--- src/logic/gcfg_cfg.svh ---
// Purpose: Offsets, field positions, reset values and timing counts of the configuration block.
// Assumes: Included by bare name from the design files.
// Notes: Function list follows.
// Function
// - Power-up clears registers except documented defaults.
// - Write address is register address plus 0x80.
// - Status flags clear only on written one.
// - Recalibrate while driver disabled by pin or off-time.
// - Standstill after 2^18 or 2^20 stepless clocks.
// - Bit 2 enables voltage-PWM mode; host switches carefully.
// - Bit 3 enables step filtering, default one.
// - Bit 4 inverts motor direction.
// - Bit 5 puts driver errors on output A.
// - Output A held low during reset.
// - Bit 6 puts temperature prewarning on output A.
// - Bit 7 puts stall on output A.
// - Bit 8 puts stall on output B.
// - Bit 9 puts table start on output B.
// - Bit 10 puts chopper on-state on output B.
// - Bit 11 toggles output B on lost steps.
// - Bit 12 selects output A drive style.
// - Bit 13 selects output B drive style.
// - Datagram is last 40 bits before select rise.
`ifndef GCFG_CFG_SVH
`define GCFG_CFG_SVH
`define GCFG_FRAME_BITS      40
`define GCFG_WRITE_FLAG      8'h80
`define GCFG_ADDR_CONFIG     7'h00
`define GCFG_ADDR_STATUS     7'h01
`define GCFG_CONFIG_WIDTH    18
`define GCFG_CONFIG_RESET    18'h00008
`define GCFG_STATUS_RESET    3'h1
`define GCFG_BIT_RECAL       0
`define GCFG_BIT_FAST_STILL  1
`define GCFG_BIT_PWM_MODE    2
`define GCFG_BIT_STEP_FILT   3
`define GCFG_BIT_DIR_INVERT  4
`define GCFG_BIT_A_ERROR     5
`define GCFG_BIT_A_PREWARN   6
`define GCFG_BIT_A_STALL     7
`define GCFG_BIT_B_STALL     8
`define GCFG_BIT_B_TABLE     9
`define GCFG_BIT_B_CHOP      10
`define GCFG_BIT_B_LOST      11
`define GCFG_BIT_A_STYLE     12
`define GCFG_BIT_B_STYLE     13
`define GCFG_STAT_RESET      0
`define GCFG_STAT_DRV_ERR    1
`define GCFG_STAT_CP_LOW     2
`define GCFG_STILL_SHORT     262144
`define GCFG_STILL_LONG      1048576
`endif

--- src/logic/gcfg_pkg.sv ---
// Purpose: Types shared by the configuration block.
// Assumes: Nothing.
// Notes: Constants live in the cfg header.
package gcfg_pkg;
  typedef struct packed {
    logic [7:0]  addr;
    logic [31:0] data;
  } gcfg_cmd_type;

  typedef struct packed {
    logic overtemp_flag;
    logic short_to_ground;
    logic charge_pump_undervoltage;
    logic prewarning;
    logic stall;
    logic table_start;
    logic chopper_active;
    logic lost_step_inc;
  } gcfg_diag_src_type;
endpackage : gcfg_pkg

--- src/logic/gcfg_spi.sv ---
// Purpose: Serial shift unit: 40-bit datagram capture and read-back shifting.
// Assumes: Serial pins are synchronous to the clock and slower than half its rate.
// Notes: Mode 3, sampled on rising clock edge, shifted on falling edge.
`timescale 1ns/100ps
`include "gcfg_cfg.svh"
module gcfg_spi (
  input  wire logic                 clk_in,
  input  wire logic                 arst_n_in,
  input  wire logic                 sck_in,
  input  wire logic                 sdi_in,
  input  wire logic                 csn_in,
  input  wire logic [39:0]          reply_in,
  output logic                      sdo_out,
  output logic                      cmd_valid_out,
  output gcfg_pkg::gcfg_cmd_type    cmd_out
);
  logic        sck_r, sck_nxt;
  logic        csn_r, csn_nxt;
  logic        bit_r, bit_nxt;
  logic [39:0] shift_r, shift_nxt;
  logic        lead_r, lead_nxt;
  logic        valid_r, valid_nxt;
  logic [39:0] cmd_r, cmd_nxt;

  always_comb begin
    sck_nxt   = sck_in;
    csn_nxt   = csn_in;
    bit_nxt   = bit_r;
    shift_nxt = shift_r;
    lead_nxt  = lead_r;
    valid_nxt = 1'b0;
    cmd_nxt   = cmd_r;
    if (csn_r && !csn_in) begin
      shift_nxt = reply_in;
      lead_nxt  = 1'b1;
    end else if (!csn_in && !sck_r && sck_in) begin
      bit_nxt = sdi_in;
    end else if (!csn_in && sck_r && !sck_in) begin
      // The first falling edge only presents the top reply bit, so it must not shift it away.
      lead_nxt = 1'b0;
      if (!lead_r) begin
        // Longer frames pass through and fall out on the serial output for daisy chains.
        shift_nxt = {shift_r[38:0], bit_r};
      end
    end
    if (!csn_r && csn_in) begin
      cmd_nxt   = {shift_r[38:0], bit_r};
      valid_nxt = 1'b1;
    end
  end

  always_ff @(posedge clk_in or negedge arst_n_in) begin
    if (!arst_n_in) begin
      sck_r   <= 1'b1;
      csn_r   <= 1'b1;
      bit_r   <= 1'b0;
      shift_r <= 40'h0;
      lead_r  <= 1'b0;
      valid_r <= 1'b0;
      cmd_r   <= 40'h0;
    end else begin
      sck_r   <= sck_nxt;
      csn_r   <= csn_nxt;
      bit_r   <= bit_nxt;
      shift_r <= shift_nxt;
      lead_r  <= lead_nxt;
      valid_r <= valid_nxt;
      cmd_r   <= cmd_nxt;
    end
  end

  assign sdo_out       = shift_r[39];
  assign cmd_valid_out = valid_r;
  assign cmd_out       = cmd_r;
endmodule : gcfg_spi

--- src/logic/gcfg_top.sv ---
// Purpose: Global configuration register with standstill detection and diagnostic outputs.
// Assumes: All inputs synchronous to REF_CLK_IN at 125 MHz.
// Notes: Read data of a datagram answers the address sent in the previous one.
`timescale 1ns/100ps
`include "gcfg_cfg.svh"
module gcfg_top #(
  parameter int unsigned STILL_SHORT = `GCFG_STILL_SHORT,
  parameter int unsigned STILL_LONG  = `GCFG_STILL_LONG
) (
  input  wire logic                       REF_CLK_IN,
  input  wire logic                       ARST_N_IN,
  input  wire logic                       SCK_IN,
  input  wire logic                       SDI_IN,
  input  wire logic                       CSN_IN,
  input  wire logic                       STEP_IN,
  input  wire logic                       DIR_IN,
  input  wire logic                       DRIVER_ENABLE_N_IN,
  input  wire logic                       OFF_TIME_ZERO_IN,
  input  wire gcfg_pkg::gcfg_diag_src_type DIAG_SRC_IN,
  output logic                            SDO_OUT,
  output logic                            DIAG_A_OUT,
  output logic                            DIAG_A_OE_OUT,
  output logic                            DIAG_B_OUT,
  output logic                            DIAG_B_OE_OUT,
  output logic                            MOTOR_DIR_OUT,
  output logic                            STANDSTILL_OUT,
  output logic                            RECAL_OUT,
  output logic                            PWM_MODE_OUT,
  output logic                            STEP_FILTER_OUT
);
  // The standstill counter is 21 bits wide, so longer timeouts cannot be served.
  if (STILL_SHORT == 0 || STILL_LONG == 0 || STILL_SHORT >= 32'h00200000 ||
      STILL_LONG >= 32'h00200000) begin : g_bad_timeout
    $error("Standstill timeouts must be between 1 and 2^21-1 clocks.");
  end

  logic                                  cmd_valid;
  gcfg_pkg::gcfg_cmd_type                cmd;
  logic [39:0]                           reply;
  logic [`GCFG_CONFIG_WIDTH-1:0]         config_r;
  logic [`GCFG_CONFIG_WIDTH-1:0]         config_nxt;
  logic [2:0]                            status_r;
  logic [2:0]                            status_nxt;
  logic [6:0]                            rd_addr_r;
  logic [6:0]                            rd_addr_nxt;
  logic [20:0]                           still_cnt_r;
  logic [20:0]                           still_cnt_nxt;
  logic                                  still_r;
  logic                                  still_nxt;
  logic                                  toggle_r;
  logic                                  toggle_nxt;
  logic                                  a_out_r;
  logic                                  a_out_nxt;
  logic                                  a_oe_r;
  logic                                  a_oe_nxt;
  logic                                  b_out_r;
  logic                                  b_out_nxt;
  logic                                  b_oe_r;
  logic                                  b_oe_nxt;
  logic                                  dir_r;
  logic                                  dir_nxt;
  logic                                  recal_r;
  logic                                  recal_nxt;
  logic                                  pwm_r;
  logic                                  pwm_nxt;
  logic                                  filt_r;
  logic                                  filt_nxt;
  logic [20:0]                           timeout;
  logic                                  a_active;
  logic                                  b_active;

  gcfg_spi u_spi (
    .clk_in        (REF_CLK_IN),
    .arst_n_in     (ARST_N_IN),
    .sck_in        (SCK_IN),
    .sdi_in        (SDI_IN),
    .csn_in        (CSN_IN),
    .reply_in      (reply),
    .sdo_out       (SDO_OUT),
    .cmd_valid_out (cmd_valid),
    .cmd_out       (cmd)
  );

  function automatic logic [31:0] read_word(input logic [6:0] addr,
                                            input logic [`GCFG_CONFIG_WIDTH-1:0] cfg,
                                            input logic [2:0] stat);
    logic [31:0] w;
    w = 32'h0;
    if (addr == `GCFG_ADDR_CONFIG) begin
      w = {14'h0, cfg};
    end else if (addr == `GCFG_ADDR_STATUS) begin
      w = {29'h0, stat};
    end
    return w;
  endfunction : read_word

  function automatic logic drive_style(input logic active, input logic push_pull,
                                       output logic oe);
    // Open collector pulls low when active and floats otherwise.
    oe = push_pull | active;
    return push_pull & active;
  endfunction : drive_style

  // Writes carry the register address with the write flag set on top.
  function automatic logic is_write(input logic [7:0] addr, input logic [6:0] reg_addr);
    return addr == (`GCFG_WRITE_FLAG | {1'b0, reg_addr});
  endfunction : is_write

  // Register file and status flags.
  always_comb begin
    config_nxt  = config_r;
    status_nxt  = status_r;
    rd_addr_nxt = rd_addr_r;
    if (cmd_valid) begin
      rd_addr_nxt = cmd.addr[6:0];
      if (is_write(cmd.addr, `GCFG_ADDR_CONFIG)) begin
        config_nxt = cmd.data[`GCFG_CONFIG_WIDTH-1:0];
      end else if (is_write(cmd.addr, `GCFG_ADDR_STATUS)) begin
        status_nxt = status_r & ~cmd.data[2:0];
      end
    end
    // A flag raised in the cycle of its clear stays set.
    status_nxt[`GCFG_STAT_DRV_ERR] = status_nxt[`GCFG_STAT_DRV_ERR] |
                                     DIAG_SRC_IN.overtemp_flag | DIAG_SRC_IN.short_to_ground;
    status_nxt[`GCFG_STAT_CP_LOW]  = status_nxt[`GCFG_STAT_CP_LOW] |
                                     DIAG_SRC_IN.charge_pump_undervoltage;
  end

  assign reply = {4'h0, still_r, DIAG_SRC_IN.stall, status_r[`GCFG_STAT_DRV_ERR],
                  status_r[`GCFG_STAT_RESET], read_word(rd_addr_r, config_r, status_r)};

  // Standstill timer, saturating once the timeout is reached.
  assign timeout = config_r[`GCFG_BIT_FAST_STILL] ? STILL_SHORT[20:0] : STILL_LONG[20:0];

  always_comb begin
    still_cnt_nxt = still_cnt_r;
    still_nxt     = still_r;
    if (STEP_IN) begin
      still_cnt_nxt = 21'h0;
      still_nxt     = 1'b0;
    end else if (still_cnt_r < timeout) begin
      still_cnt_nxt = still_cnt_r + 21'h1;
      still_nxt     = 1'b0;
    end else begin
      still_nxt = 1'b1;
    end
  end

  // Diagnostic outputs and driver controls.
  always_comb begin
    toggle_nxt = toggle_r ^ (DIAG_SRC_IN.lost_step_inc & config_r[`GCFG_BIT_B_LOST]);
    a_active = (config_r[`GCFG_BIT_A_ERROR] & (DIAG_SRC_IN.overtemp_flag |
                DIAG_SRC_IN.short_to_ground | DIAG_SRC_IN.charge_pump_undervoltage)) |
               (config_r[`GCFG_BIT_A_PREWARN] & DIAG_SRC_IN.prewarning) |
               (config_r[`GCFG_BIT_A_STALL] & DIAG_SRC_IN.stall);
    b_active = (config_r[`GCFG_BIT_B_STALL] & DIAG_SRC_IN.stall) |
               (config_r[`GCFG_BIT_B_TABLE] & DIAG_SRC_IN.table_start) |
               (config_r[`GCFG_BIT_B_CHOP] & DIAG_SRC_IN.chopper_active) |
               toggle_r;
    a_out_nxt = drive_style(a_active, config_r[`GCFG_BIT_A_STYLE], a_oe_nxt);
    b_out_nxt = drive_style(b_active, config_r[`GCFG_BIT_B_STYLE], b_oe_nxt);
    dir_nxt   = DIR_IN ^ config_r[`GCFG_BIT_DIR_INVERT];
    recal_nxt = config_r[`GCFG_BIT_RECAL] & (DRIVER_ENABLE_N_IN | OFF_TIME_ZERO_IN);
    // The host only turns this on at standstill with equal hold and run current.
    pwm_nxt   = config_r[`GCFG_BIT_PWM_MODE];
    filt_nxt  = config_r[`GCFG_BIT_STEP_FILT];
  end

  // Register file state.
  always_ff @(posedge REF_CLK_IN or negedge ARST_N_IN) begin
    if (!ARST_N_IN) begin
      config_r    <= `GCFG_CONFIG_RESET;
      status_r    <= `GCFG_STATUS_RESET;
      rd_addr_r   <= 7'h00;
    end else begin
      config_r    <= config_nxt;
      status_r    <= status_nxt;
      rd_addr_r   <= rd_addr_nxt;
    end
  end

  // Standstill timer state.
  always_ff @(posedge REF_CLK_IN or negedge ARST_N_IN) begin
    if (!ARST_N_IN) begin
      still_cnt_r <= 21'h0;
      still_r     <= 1'b0;
    end else begin
      still_cnt_r <= still_cnt_nxt;
      still_r     <= still_nxt;
    end
  end

  // Diagnostic and driver control state.
  always_ff @(posedge REF_CLK_IN or negedge ARST_N_IN) begin
    if (!ARST_N_IN) begin
      toggle_r    <= 1'b0;
      a_out_r     <= 1'b0;
      a_oe_r      <= 1'b1;
      b_out_r     <= 1'b0;
      b_oe_r      <= 1'b0;
      dir_r       <= 1'b0;
      recal_r     <= 1'b0;
      pwm_r       <= 1'b0;
      filt_r      <= 1'b1;
    end else begin
      toggle_r    <= toggle_nxt;
      a_out_r     <= a_out_nxt;
      a_oe_r      <= a_oe_nxt;
      b_out_r     <= b_out_nxt;
      b_oe_r      <= b_oe_nxt;
      dir_r       <= dir_nxt;
      recal_r     <= recal_nxt;
      pwm_r       <= pwm_nxt;
      filt_r      <= filt_nxt;
    end
  end

  assign DIAG_A_OUT      = a_out_r;
  assign DIAG_A_OE_OUT   = a_oe_r;
  assign DIAG_B_OUT      = b_out_r;
  assign DIAG_B_OE_OUT   = b_oe_r;
  assign MOTOR_DIR_OUT   = dir_r;
  assign STANDSTILL_OUT  = still_r;
  assign RECAL_OUT       = recal_r;
  assign PWM_MODE_OUT    = pwm_r;
  assign STEP_FILTER_OUT = filt_r;
endmodule : gcfg_top

--- config.mk ---
export PLATFORM = sky130hd
export DESIGN_NAME = gcfg_top
export DESIGN_NICKNAME = d
export VERILOG_FILES = /design/src/logic/gcfg_pkg.sv /design/src/logic/gcfg_spi.sv /design/src/logic/gcfg_top.sv
export VERILOG_INCLUDE_DIRS = /design/src /design/src/logic
export SDC_FILE = /design/constraint.sdc
export NUM_CORES = 1
export LEC_CHECK = 0
export BUFFER_PORTS_ARGS = -buffer_cell sky130_fd_sc_hd__buf_4
export CORE_MARGIN = 3
export CORE_UTILIZATION = 29
export DETAILED_ROUTE_END_ITERATION = 10
export PLACE_DENSITY = 0.44
export SLEW_MARGIN = 20
export SYNTH_ARGS = -nofsm -noshare
export SYNTH_HDL_FRONTEND = slang
export SYNTH_SLANG_ARGS = --single-unit
--- constraint.sdc ---
create_clock -name REF_CLK_IN -period 2.8 [get_ports REF_CLK_IN]
set_clock_uncertainty 0.15 [all_clocks]
set_input_delay 0.28 -clock REF_CLK_IN [delete_from_list [all_inputs] [get_ports REF_CLK_IN]]
set_output_delay 0.28 -clock REF_CLK_IN [all_outputs]
set_load 0.02 [all_outputs]
After elaboration in Yosys (flattened, before gate mapping). Cells that the tools add are included.

Register bits: 144. Logic and storage cells: 94.

Bitwise gates (word level): 29. Mux-type cells: 18. Add/sub/neg operators: 1. Order comparisons: 1. Equal/unequal tests: 5. Reduce and logical (&&, ||, !) cells: 18.

Operators with widths (number): two-way mux 40 bit (4); two-way mux 21 bit (3); adder 21 x 1 -> 21 bit (second input constant) (1); < comparator 21 bit (1); two-way mux 18 bit (1); == test 8 bit (second input constant) (2); OR 1 bit (13); two-way mux 3 bit (4); bitwise AND 1 bit (10); == test 7 x 1 -> 1 bit (second input constant) (1); zero test 7 bit (1); logical AND 1 bit (6); two-way mux 1 bit (6); AND reduction 2 bit (3); AND reduction 3 bit (2); zero test 1 bit (4); nonzero test 2 bit (2); bitwise AND 3 bit (1); inverter 3 bit (1); inequality test 2 x 1 -> 1 bit (second input constant) (1); inequality test 2 bit (second input constant) (1); inverter 1 bit (2); bitwise XOR 1 bit (2).

Logic depth before layout (Yosys ltp). Gate-level depths: netlist of the first run.

Depth after elaboration: 7. Gate-level depth with buffers: 6. Gate-level depth less buffers: 5.

Hierarchy. A second synthesis of the first run with hierarchy kept.

Cells, all modules: 473. Area, all modules: 6454.9 sq um.

Modules (own cells, without submodules): gcfg_spi (instances 1, area an instance 3739.8 sq um, cells an instance 231); gcfg_top (instances 1, area an instance 2715.1 sq um, cells an instance 242).

Worst setup path after synthesis of the first run. OpenSTA, ideal clock, no wires.

Path type: register to register. From: register u_spi.cmd_r[37], in the netlist u_spi.cmd_out[37]. To: register config_r[10]. Cell stages (with the launch flop): 6. Slack: 539 ps. Library setup time: 125 ps. Path buffers: 2. Arrival: 1986 ps. Path through: dfrtp_1 > or4b_4 > or4b_1 > buf_6 > buf_12 > mux2_4.

Longest elaborated chain between the ends: 2.

RTL lines: start: declaration (RTL line gcfg_spi.sv:23) `logic [39:0] cmd_r, cmd_nxt;`; start signal: assignment (RTL line gcfg_spi.sv:68) `cmd_r <= cmd_nxt;`; == test 8 bit (RTL line gcfg_top.sv:106) `` return addr == (`GCFG_WRITE_FLAG | {1'b0, reg_addr}); ``; AND reduction 2 bit (no line); end signal: assignment (RTL line gcfg_top.sv:172) `` config_r <= `GCFG_CONFIG_RESET; ``; end signal: assignment (RTL line gcfg_top.sv:176) `config_r <= config_nxt;`; end: declaration (RTL line gcfg_top.sv:40) `` logic [`GCFG_CONFIG_WIDTH-1:0] config_r; ``.

No other way between the ends. A chain may end at the register's enable or synchronous reset.

Final worst setup path of the first run.
From: register u_spi.cmd_r[37], in the netlist u_spi.cmd_out[37]. To: register status_r[1].

Longest elaborated chain between the ends: 6. Elaborated cells between the ends (all ways): 7. Classes of those cells: eq/ne (2); mux (3); bitwise (2).

RTL lines: == test 8 bit (RTL line gcfg_top.sv:106); two-way mux 3 bit (RTL line gcfg_top.sv:118) `` end else if (is_write(cmd.addr, `GCFG_ADDR_STATUS)) begin ``; two-way mux 3 bit * (RTL line gcfg_top.sv:116) `` if (is_write(cmd.addr, `GCFG_ADDR_CONFIG)) begin ``; two-way mux 3 bit * (RTL line gcfg_top.sv:114) `if (cmd_valid) begin`; OR 1 bit * (2 in series) (RTL line gcfg_top.sv:123) `` status_nxt[`GCFG_STAT_DRV_ERR] = status_nxt[`GCFG_STAT_DRV_ERR] | ``; via status_nxt[1] (RTL line gcfg_top.sv:43) `logic [2:0] status_nxt;`; end signal: assignment (RTL line gcfg_top.sv:173) `` status_r <= `GCFG_STATUS_RESET; ``; end signal: assignment (RTL line gcfg_top.sv:177) `status_r <= status_nxt;`; end: declaration (RTL line gcfg_top.sv:42) `logic [2:0] status_r;`.

The timed path passes the listed nets; every way through them passes the cells marked *.

==> flow_metrics.tcl, run 1 <==
set metrics [dict create \
    clockBufferDepth 2 \
    place_hpwl_um 6990 \
    cts_setup_buffers 0 \
    ys_seq_area_frac 0.596 \
    rows 49 \
    drt_iter0_markers 141 \
    cts_made_buffers 17 \
    holdWs_ps 67.4 \
    avgViaCountPerCell 4.84 \
    cp.arrival_ps 2720 \
    vias 3529 \
    grt_max_degree 58 \
    syn_area_um2 5470 \
    gr-max-usage-layer "met2" \
    slew_headroom 0.515 \
    nFillCells 1789 \
    fmax_mhz 388 \
    critical_path_required_ps 2940 \
    synthToLayoutAreaGrowth_pct 21.5 \
    synth_top_area_share 0.567 \
    portBuffers 26 \
    synth_seq_cells 130 \
    synth_edf_count 0 \
    pin_count 27 \
    preCtsSetupSlack_ps 494 \
    grt_use_total 0.121 \
    crit_fanout 3 \
    worst_slack_ps 220 \
    powerDensity_nw_per_um2 634 \
    status "complete, no violations" \
    wl_um 11400 \
    async_flop_share 1.00 \
    grt_util_met3 0.0379 \
    ant_nets 0 \
    cp-start-kind "flop" \
    cts_tree "built" \
    routedWlPerCell_um 15.6 \
    tightest_slew_ps 726 \
    drive_gt1_frac 0.264 \
    clk_latency_ps 400 \
    ff2ff_setup_slack_ps 220 \
    met1_usage 0.170 \
    vdd_ir_drop_max_mv 0.516 \
    clockRootBuffer "clkbuf_16" \
    drcViolationCount 0 \
    post-route-period-util 0.922 \
    critPathKind "flop to flop" \
    end_kind "flop" \
    syn_inst 443 \
    path_clk_slew_ps 50 \
    synthFlopType "dfrtp_1" \
    rsz0062_at_grt "no" \
    synth_area_leaders "dfrtp_1, mux2_2, mux2i_1, nand2_1, a21oi_1" \
    place_congestion 0.718 \
    fp.dieArea_um2 20600 \
    final_util 0.364 \
    cts-htree-levels 4 \
    cts_sinks 130 \
    min_path_type "input port to flop" \
    setup_viol 0 \
    placed_area_um2 5970 \
    yosysWarnings 0 \
    syn_avg_cell_area_um2 12.4 \
    power.leakage_nw 2.99 \
    die_w_um 143 \
    antenna_cells 0 \
    drv_cap 0 \
    ys_types 44 \
    ctsHoldBuffers 12 \
    cts_resized 0 \
    layout.nets 506 \
    drt_first_pass_iters 4 \
    slew_violations 0 \
    power_mw 4.21 \
    antenna_found_initial 0 \
    grt_pass1_wl_um 19500 \
    fin_tns_setup_ps 0 \
    hold_violations 0 \
    period_needed_ps 2580 \
    synth_top_cell_by_area "dfrtp_1" \
    overflow 0 \
    syn-num-nets 462 \
    grtUsageMet2 0.183 \
    design_area_um2 6650 \
    dieHeight_um 143 \
    start_util 0.299 \
    dp_cells 685 \
    final_cells 729 \
    coreArea_um2 18300 \
    grt_pass1_vias 3656 \
]
==> path summary, 6_finish.rpt <==
kind	from	endpoint	depth (start not counted)
setup / recovery	u_spi.cmd_out[37]	status_r[1]	5
hold / removal	STEP_IN	still_cnt_r[11]	2
setup reg to reg	u_spi.cmd_out[37]	status_r[1]	5
hold reg to reg	config_r[3]	STEP_FILTER_OUT	0
max in group asynchronous	ARST_N_IN	DIAG_A_OE_OUT	3
min in group asynchronous	ARST_N_IN	RECAL_OUT	2
==> Yosys cell counts (6+ instances only) <==
library cell	n
clkbuf_1	18
a21oi_1	32
dfstp_2	6
xor2_1	9
o2bb2ai_1	15
mux2_4	10
nand4_1	6
nand3_1	7
nor2_1	12
nand2_1	49
or3_1	8
mux2_2	44
dfrtp_1	124
o21ai_0	21
mux2i_1	22
and3_1	6
==> cell type report <==
cell class              count  area [um2]  area share
repair buffers             49         435      0.0655
clock buffers              27         533      0.0802
well taps                 229         287      0.0431
inverters                   4        15.0     0.00226
multi-input cells         285        2090       0.315
flip-flops and latches    130        3260       0.490
clock inverters             5        25.0     0.00376
==> logic make-up (layout without fill, tap and decap cells) <==
family	count (synthesis)	count (layout)	synth area share
buf+inv	28	85	0.0240
mux	76	76	0.158
flops	130	130	0.596
xor+xnor	10	10	0.0160
simple gates	111	111	0.103
compound gates	86	86	0.0979
fa+ha+maj	2	2	0.00457
==> routing by layer <==
layer / vias up / wire, um
li1: 1685 / -
met1: 1795 / 5820
met2: 42 / 5160
met3: 7 / 303
met4: 0 / 92
met5: - / 0
==> worst max-delay path, stage by stage, from the launching register on <==
cell and delay (ps):
dfrtp_1 380, or4b_4 540, nor3_1 440, nand2_1 110, a211o_1 290, dlygate4sd3_1 550
==> cells in the final DEF (no fill, tap or decap), drive strengths merged, types with 3 or more instances in the layout <==
master       count
a21oi           32
and2             3
and3             6
buf             37
clkbuf          27
clkinv           5
dfrtp          124
dfstp            6
dlygate4sd3     12
inv              4
mux2            54
mux2i           22
nand2           49
nand3            7
nand4            6
nor2            12
nor4b            3
o211ai           3
o21ai           21
o2bb2ai         15
o31ai            5
or3              8
or4              5
or4b             3
xor2             9
==> sequential cells by signal, summed over array words and instances (netlist names), 3 cells and up <==
register       count
u_spi.shift_r     40
u_spi.cmd_out     26
still_cnt_r       21
config_r          18
rd_addr_r          7
status_r           3
==> power breakdown <==
group | total [mW] | internal, mW | switching, mW
sequential | 1.95 | 1.92 | 0.0300
combinational | 0.215 | 0.0930 | 0.122
clock | 2.05 | 1.29 | 0.756
total | 4.21 | 3.31 | 0.908
(Power assumes the default switching activity.)
==> inputs of run 2 (changes only) <==
--- a/config.mk
+++ b/config.mk
@@ -6,6 +6,7 @@
 export SDC_FILE = /design/constraint.sdc
 export NUM_CORES = 1
 export LEC_CHECK = 0
+export ABC_AREA = 1
 export BUFFER_PORTS_ARGS = -buffer_cell sky130_fd_sc_hd__buf_4
 export CORE_MARGIN = 3
 export CORE_UTILIZATION = 29
==> run 2 against run 1 <==
Compared with the run above: register-to-register slack better by 540 ps; worst setup slack better by 520 ps; count of clock-buffer cells in the layout is 7 lower; design area is 3.6% higher; global-route usage is 0.51 points higher; area after synthesis is 2.6% higher; total power is 15% higher; combinational power is 110% higher; sequential cell count stayed put; utilization is 0.051 points higher; cell count is 29% higher; synthesized cell count is 41% higher; critical endpoint is now u_spi.shift_r[10].
==> flow_metrics.tcl, run 2 <==
set metrics [dict create \
    syn_area_um2 5620 \
    overflow 0 \
    layout_commonest_cell "nand2_1" \
    wl_um 12500 \
    cts_sinks 130 \
    grt_pass1_wl_um 21900 \
    status "complete, no violations" \
    cts_made_buffers 17 \
    min_path_type "input port to flop" \
    place_hpwl_um 8360 \
    cts-htree-levels 4 \
    cp.arrival_ps 2240 \
    vdd_ir_drop_max_mv 0.392 \
    synth_fa_ha_area_frac 0.00446 \
    synth_top_family_by_area "simple AND/OR/NAND/NOR gates" \
    crit_fanout 17 \
    fin_tns_setup_ps 0 \
    dp_cells 896 \
    synth_top_cell_by_area "dfrtp_1" \
    setup_viol 0 \
    clockRootBuffer "clkbuf_16" \
    drt_iter0_markers 231 \
    dieHeight_um 145 \
    crit_buf_inv 4 \
    drv_cap 0 \
    critPathKind "input port to flop" \
    avgViaCountPerCell 4.52 \
    syn_inst 623 \
    grt_max_degree 70 \
    critical_path_required_ps 2980 \
    hold_violations 0 \
    end_kind "flop" \
    antenna_found_initial 0 \
    ys_seq_area_frac 0.581 \
    period_needed_ps 2060 \
    portBuffers 26 \
    async_flop_share 1.00 \
    drt_first_pass_iters 5 \
    cts_resized 0 \
    synth_edf_count 0 \
    final_cell_mix "nand2_1, dfrtp_1, inv_1" \
    synthTopCellsByCount "nand2_1, dfrtp_1, inv_1" \
    layout.nets 690 \
    drive_gt1_frac 0.155 \
    path_clk_slew_ps 60 \
    grt_pass1_vias 4334 \
    rsz0062_at_grt "no" \
    synth_seq_cells 130 \
    place_congestion 0.789 \
    synthSimpleGateAreaFrac 0.211 \
    holdWs_ps 29.3 \
    cp-start-kind "input port" \
    synthToLayoutAreaGrowth_pct 22.6 \
    fp.dieArea_um2 21100 \
    vias 4269 \
    antenna_cells 0 \
    drcViolationCount 0 \
    slowest_delay_ps 550 \
    register_area_um2 3260 \
    ant_nets 0 \
    largest_reg_flops 40 \
    top_register "u_spi.shift_r" \
    fmax_mhz 486 \
    synth_compound_area_frac 0.128 \
    coreArea_um2 18900 \
    syn-num-nets 642 \
    final_util 0.364 \
    power.leakage_nw 3.14 \
    slew_violations 0 \
    synth_area_leaders "dfrtp_1, nand2_1, inv_1, nor2_1, o21ai_0" \
    synthFlopType "dfrtp_1" \
    synth_xor_xnor_area_share 0.00624 \
    tightest_slew_ps 678 \
    powerDensity_nw_per_um2 706 \
    clockBufferDepth 2 \
    path_delay_family "buffers and inverters" \
    synth_top_area_share 0.553 \
    syn_avg_cell_area_um2 9.01 \
    nFillCells 1936 \
    post-route-period-util 0.735 \
    final_cells 944 \
    pin_count 27 \
    start_util 0.297 \
    cpMaxStageDelayCell "dlygate4sd3_1" \
    cts_tree "built" \
    clk_latency_ps 410 \
    yosysWarnings 0 \
    rows 50 \
    multiInputGateArea_um2 1960 \
    synth.area.mux_share 0 \
    synth.most_common_cell "nand2_1" \
    power_mw 4.86 \
    slew_headroom 0.548 \
    grt_use_total 0.126 \
    path_cells "dlygate4sd3_1 > buf_4 > nor2_1 > nand2_1 > inv_2 > nand2_2 > nand2_2 > buf_4 > o22ai_1 > nor2_1" \
    die_w_um 145 \
    ys_types 37 \
    routedWlPerCell_um 13.3 \
]
[run 2: cell count changes after synthesis, sizes merged, moves of 22 or more]
cell	before	now
nand2	49	141
inv	4	73
mux2	54	0
nor2	12	63
o21ai	21	69
nand3	7	36
mux2i	22	0
[run 2: power breakdown]
group / internal (mW) / switching, mW
Sequential: 2.04 / 0.0939
Combinational: 0.175 / 0.278
Clock: 1.45 / 0.827
Total: 3.67 / 1.20
[run 2: cells by family after synthesis]
group	count (synthesis)
flops	130
fa+ha+maj	2
compound gates	128
simple gates	262
xor+xnor	4
buf+inv	97
[run 2: final timing paths]
kind	start	endpoint	slack, ps	cells past startpoint
setup reg to reg	config_r[1]	still_cnt_r[19]	760	8
hold reg to reg	config_r[3]	STEP_FILTER_OUT	250	0
hold / removal	DIAG_SRC_IN[1]	DIAG_B_OUT	30	3
max in group asynchronous	ARST_N_IN	u_spi.shift_r[22]	1430	3
min in group asynchronous	ARST_N_IN	rd_addr_r[4]	300	2
setup / recovery	CSN_IN	u_spi.shift_r[10]	740	10
[run 2: what timing repair did]
item,4_1_cts,5_1_grt
hold endpoints to repair,77,0
hold buffers,16,0
setup buffers,0,0
[run 2: worst min-delay path, cell delays in order]
cell      delay [ps]
buf_4             80
a221oi_1         100
nor2_1            80
[run 2: through the flow]
step           area [um2]  setup slack, ps
2_1_floorplan        5620             1120
3_3_place_gp         6110              782
3_5_place_dp         6110              752
4_1_cts              6890              739
5_1_grt              6890              562
6_report             6890              741
[run 2: per-layer routing]
metal,GRT usage,vias up,wire (um)
met5,0,-,0
met4,0.0394,0,85
met3,0.0337,7,395
met2,0.202,57,5970
met1,0.168,2064,6090
li1,-,2141,-
[run 2: cell type report]
class | instances | area share
Sequential cell | 130 | 0.474
Timing Repair Buffer | 53 | 0.0660
Clock buffer | 20 | 0.0663
Clock inverter | 12 | 0.0225
Multi-Input combinational cell | 396 | 0.285
Inverter | 73 | 0.0398
Tap cell | 260 | 0.0472
==> inputs of run 3 (changes only) <==
--- a/config.mk
+++ b/config.mk
@@ -6,7 +6,7 @@
 export SDC_FILE = /design/constraint.sdc
 export NUM_CORES = 1
 export LEC_CHECK = 0
-export ABC_AREA = 1
+export ABC_AREA = 0
 export BUFFER_PORTS_ARGS = -buffer_cell sky130_fd_sc_hd__buf_4
 export CORE_MARGIN = 3
 export CORE_UTILIZATION = 29
==> constraint.sdc (replaced) <==
create_clock -name REF_CLK_IN -period 2.1 [get_ports REF_CLK_IN]
set_clock_uncertainty 0.15 [all_clocks]
set_input_delay 0.21 -clock REF_CLK_IN [delete_from_list [all_inputs] [get_ports REF_CLK_IN]]
set_output_delay 0.21 -clock REF_CLK_IN [all_outputs]
set_load 0.02 [all_outputs]
==> run 3 against run 2 <==
Compared with the run above: largest power group unchanged; sequential cell count unchanged; highest routed layer unchanged; design area increased by 1.8%; worst setup slack lost 860 ps; first-iteration DRC count down 43%; clock power rose by 40%; cell count shrank 20%; total power rose by 25%; the flow now finishes with violations (negative setup slack); utilization increased by 1.9 points; register-to-register slack got worse by 880 ps.
==> flow_metrics.tcl, run 3 (same netlist as run 1, synthesis figures left out) <==
set metrics [dict create \
    status "finished, violations left" \
    failed_checks "negative setup slack" \
    rows 49 \
    wl_um 11900 \
    final_cell_mix "dfrtp_1, buf_4, nand2_1" \
    grt_pass1_wl_um 20200 \
    min_path_type "input port to flop" \
    path_cells "or4b_4 > or4b_4 > buf_12 > mux2_4" \
    final_cells 752 \
    holdWs_ps 88.2 \
    cpMaxStageDelayCell "or4b_4" \
    period_needed_ps 2220 \
    slew_headroom 0.706 \
    hold_violations 0 \
    cp_common_cell "or4b_4" \
    tightest_slew_ps 440 \
    die_w_um 143 \
    dp_cells 701 \
    path_delay_family "simple AND/OR/NAND/NOR gates" \
    vdd_ir_drop_max_mv 0.512 \
    grt_use_total 0.125 \
    critPathKind "flop to flop" \
    drive_gt1_frac 0.319 \
    ant_nets 0 \
    antenna_found_initial 0 \
    routedWlPerCell_um 15.8 \
    vias 3659 \
    pin_count 27 \
    clockBufferDepth 2 \
    crit_buf_inv 1 \
    slew_violations 0 \
    synthToLayoutAreaGrowth_pct 28.1 \
    dieHeight_um 143 \
    cts_tree "built" \
    overflow 0 \
    fin_tns_setup_ps -1710 \
    layout_commonest_cell "dfrtp_1" \
    power.leakage_nw 3.15 \
    place_hpwl_um 7470 \
    antenna_cells 0 \
    portBuffers 26 \
    crit_fanout 18 \
    fmax_mhz 451 \
    cts_made_buffers 17 \
    post-route-period-util 1.06 \
    fp.dieArea_um2 20600 \
    multiInputGateArea_um2 2150 \
    grt_max_degree 57 \
    slowest_delay_ps 550 \
    drt_first_pass_iters 4 \
    cts-htree-levels 4 \
    rsz0062_at_grt "yes" \
    clockRootBuffer "clkbuf_16" \
    avgViaCountPerCell 4.87 \
    critical_path_required_ps 2240 \
    grt_pass1_vias 3895 \
    cp-start-kind "flop" \
    layout.nets 529 \
    worst_slack_ps -116 \
    register_area_um2 3260 \
    setup_viol 18 \
    top_register "u_spi.shift_r" \
    drv_cap 0 \
    coreArea_um2 18300 \
    start_util 0.299 \
    nFillCells 1773 \
    place_congestion 0.735 \
    cts_sinks 130 \
    drcViolationCount 0 \
    power_mw 6.10 \
    end_kind "flop" \
    drt_iter0_markers 131 \
    largest_reg_flops 40 \
    cp.arrival_ps 2360 \
    powerDensity_nw_per_um2 870 \
    path_clk_slew_ps 60 \
    clk_latency_ps 410 \
]
==> run 3: area by class of cell <==
type	count	area share
Clock buffer	18	0.0626
Timing Repair Buffer	72	0.0937
Sequential cell	130	0.465
Clock inverter	14	0.0287
Inverter	4	0.00214
Tap cell	229	0.0409
Multi-Input combinational cell	285	0.307
==> run 3: repair_timing <==
action | in CTS | in global routing
setup buffers | 0 | 4
gates resized for setup | 2 | 14
endpoints found under the setup margin | 19 | 27
hold buffers | 15 | 0
hold endpoints to repair | 75 | 0
pin swaps | 0 | 6
==> run 3: report_power, final <==
group / total (mW) / leakage [nW] / internal [mW] / switching [mW]
registers: 2.60 / 1.76 / 2.56 / 0.0392
logic: 0.307 / 1.09 / 0.140 / 0.167
clock network: 3.19 / 0.308 / 2.04 / 1.16
total: 6.10 / 3.15 / 4.74 / 1.36
==> run 3: path summary, 6_finish.rpt <==
path / depth (start not counted) / endpoint / start / slack, ps
min in group asynchronous: 2 / toggle_r / ARST_N_IN / 140
worst min-delay path: 3 / still_cnt_r[12] / STEP_IN / 90
worst max register to register: 4 / config_r[15] / u_spi.cmd_out[37] / -120
worst min register to register: 0 / STEP_FILTER_OUT / config_r[3] / 230
max in group asynchronous: 3 / status_r[0] / ARST_N_IN / 960
worst max-delay path: 4 / config_r[15] / u_spi.cmd_out[37] / -120
==> run 3: worst register-to-register path, stage by stage, from the launching register on <==
cell and delay (ps):
dfrtp_1 390, or4b_4 550, or4b_4 510, buf_12 190, mux2_4 310
==> run 3: routing by layer <==
metal  up-vias  wire, um  global-route usage
li1       1726         -                   -
met1      1866      5490               0.166
met2        59      5750               0.198
met3         8       495              0.0369
met4         0       121              0.0377
met5         -         0                   0
==> run 3: stage by stage <==
step / setup slack [ps] / util / instance area, um2
2_1_floorplan: -125 / - / 5490
3_3_place_gp: -130 / 0.336 / 6140
3_5_place_dp: -155 / 0.336 / 6140
4_1_cts: -121 / 0.380 / 6950
5_1_grt: -151 / 0.384 / 7010
6_report: -116 / 0.384 / 7010
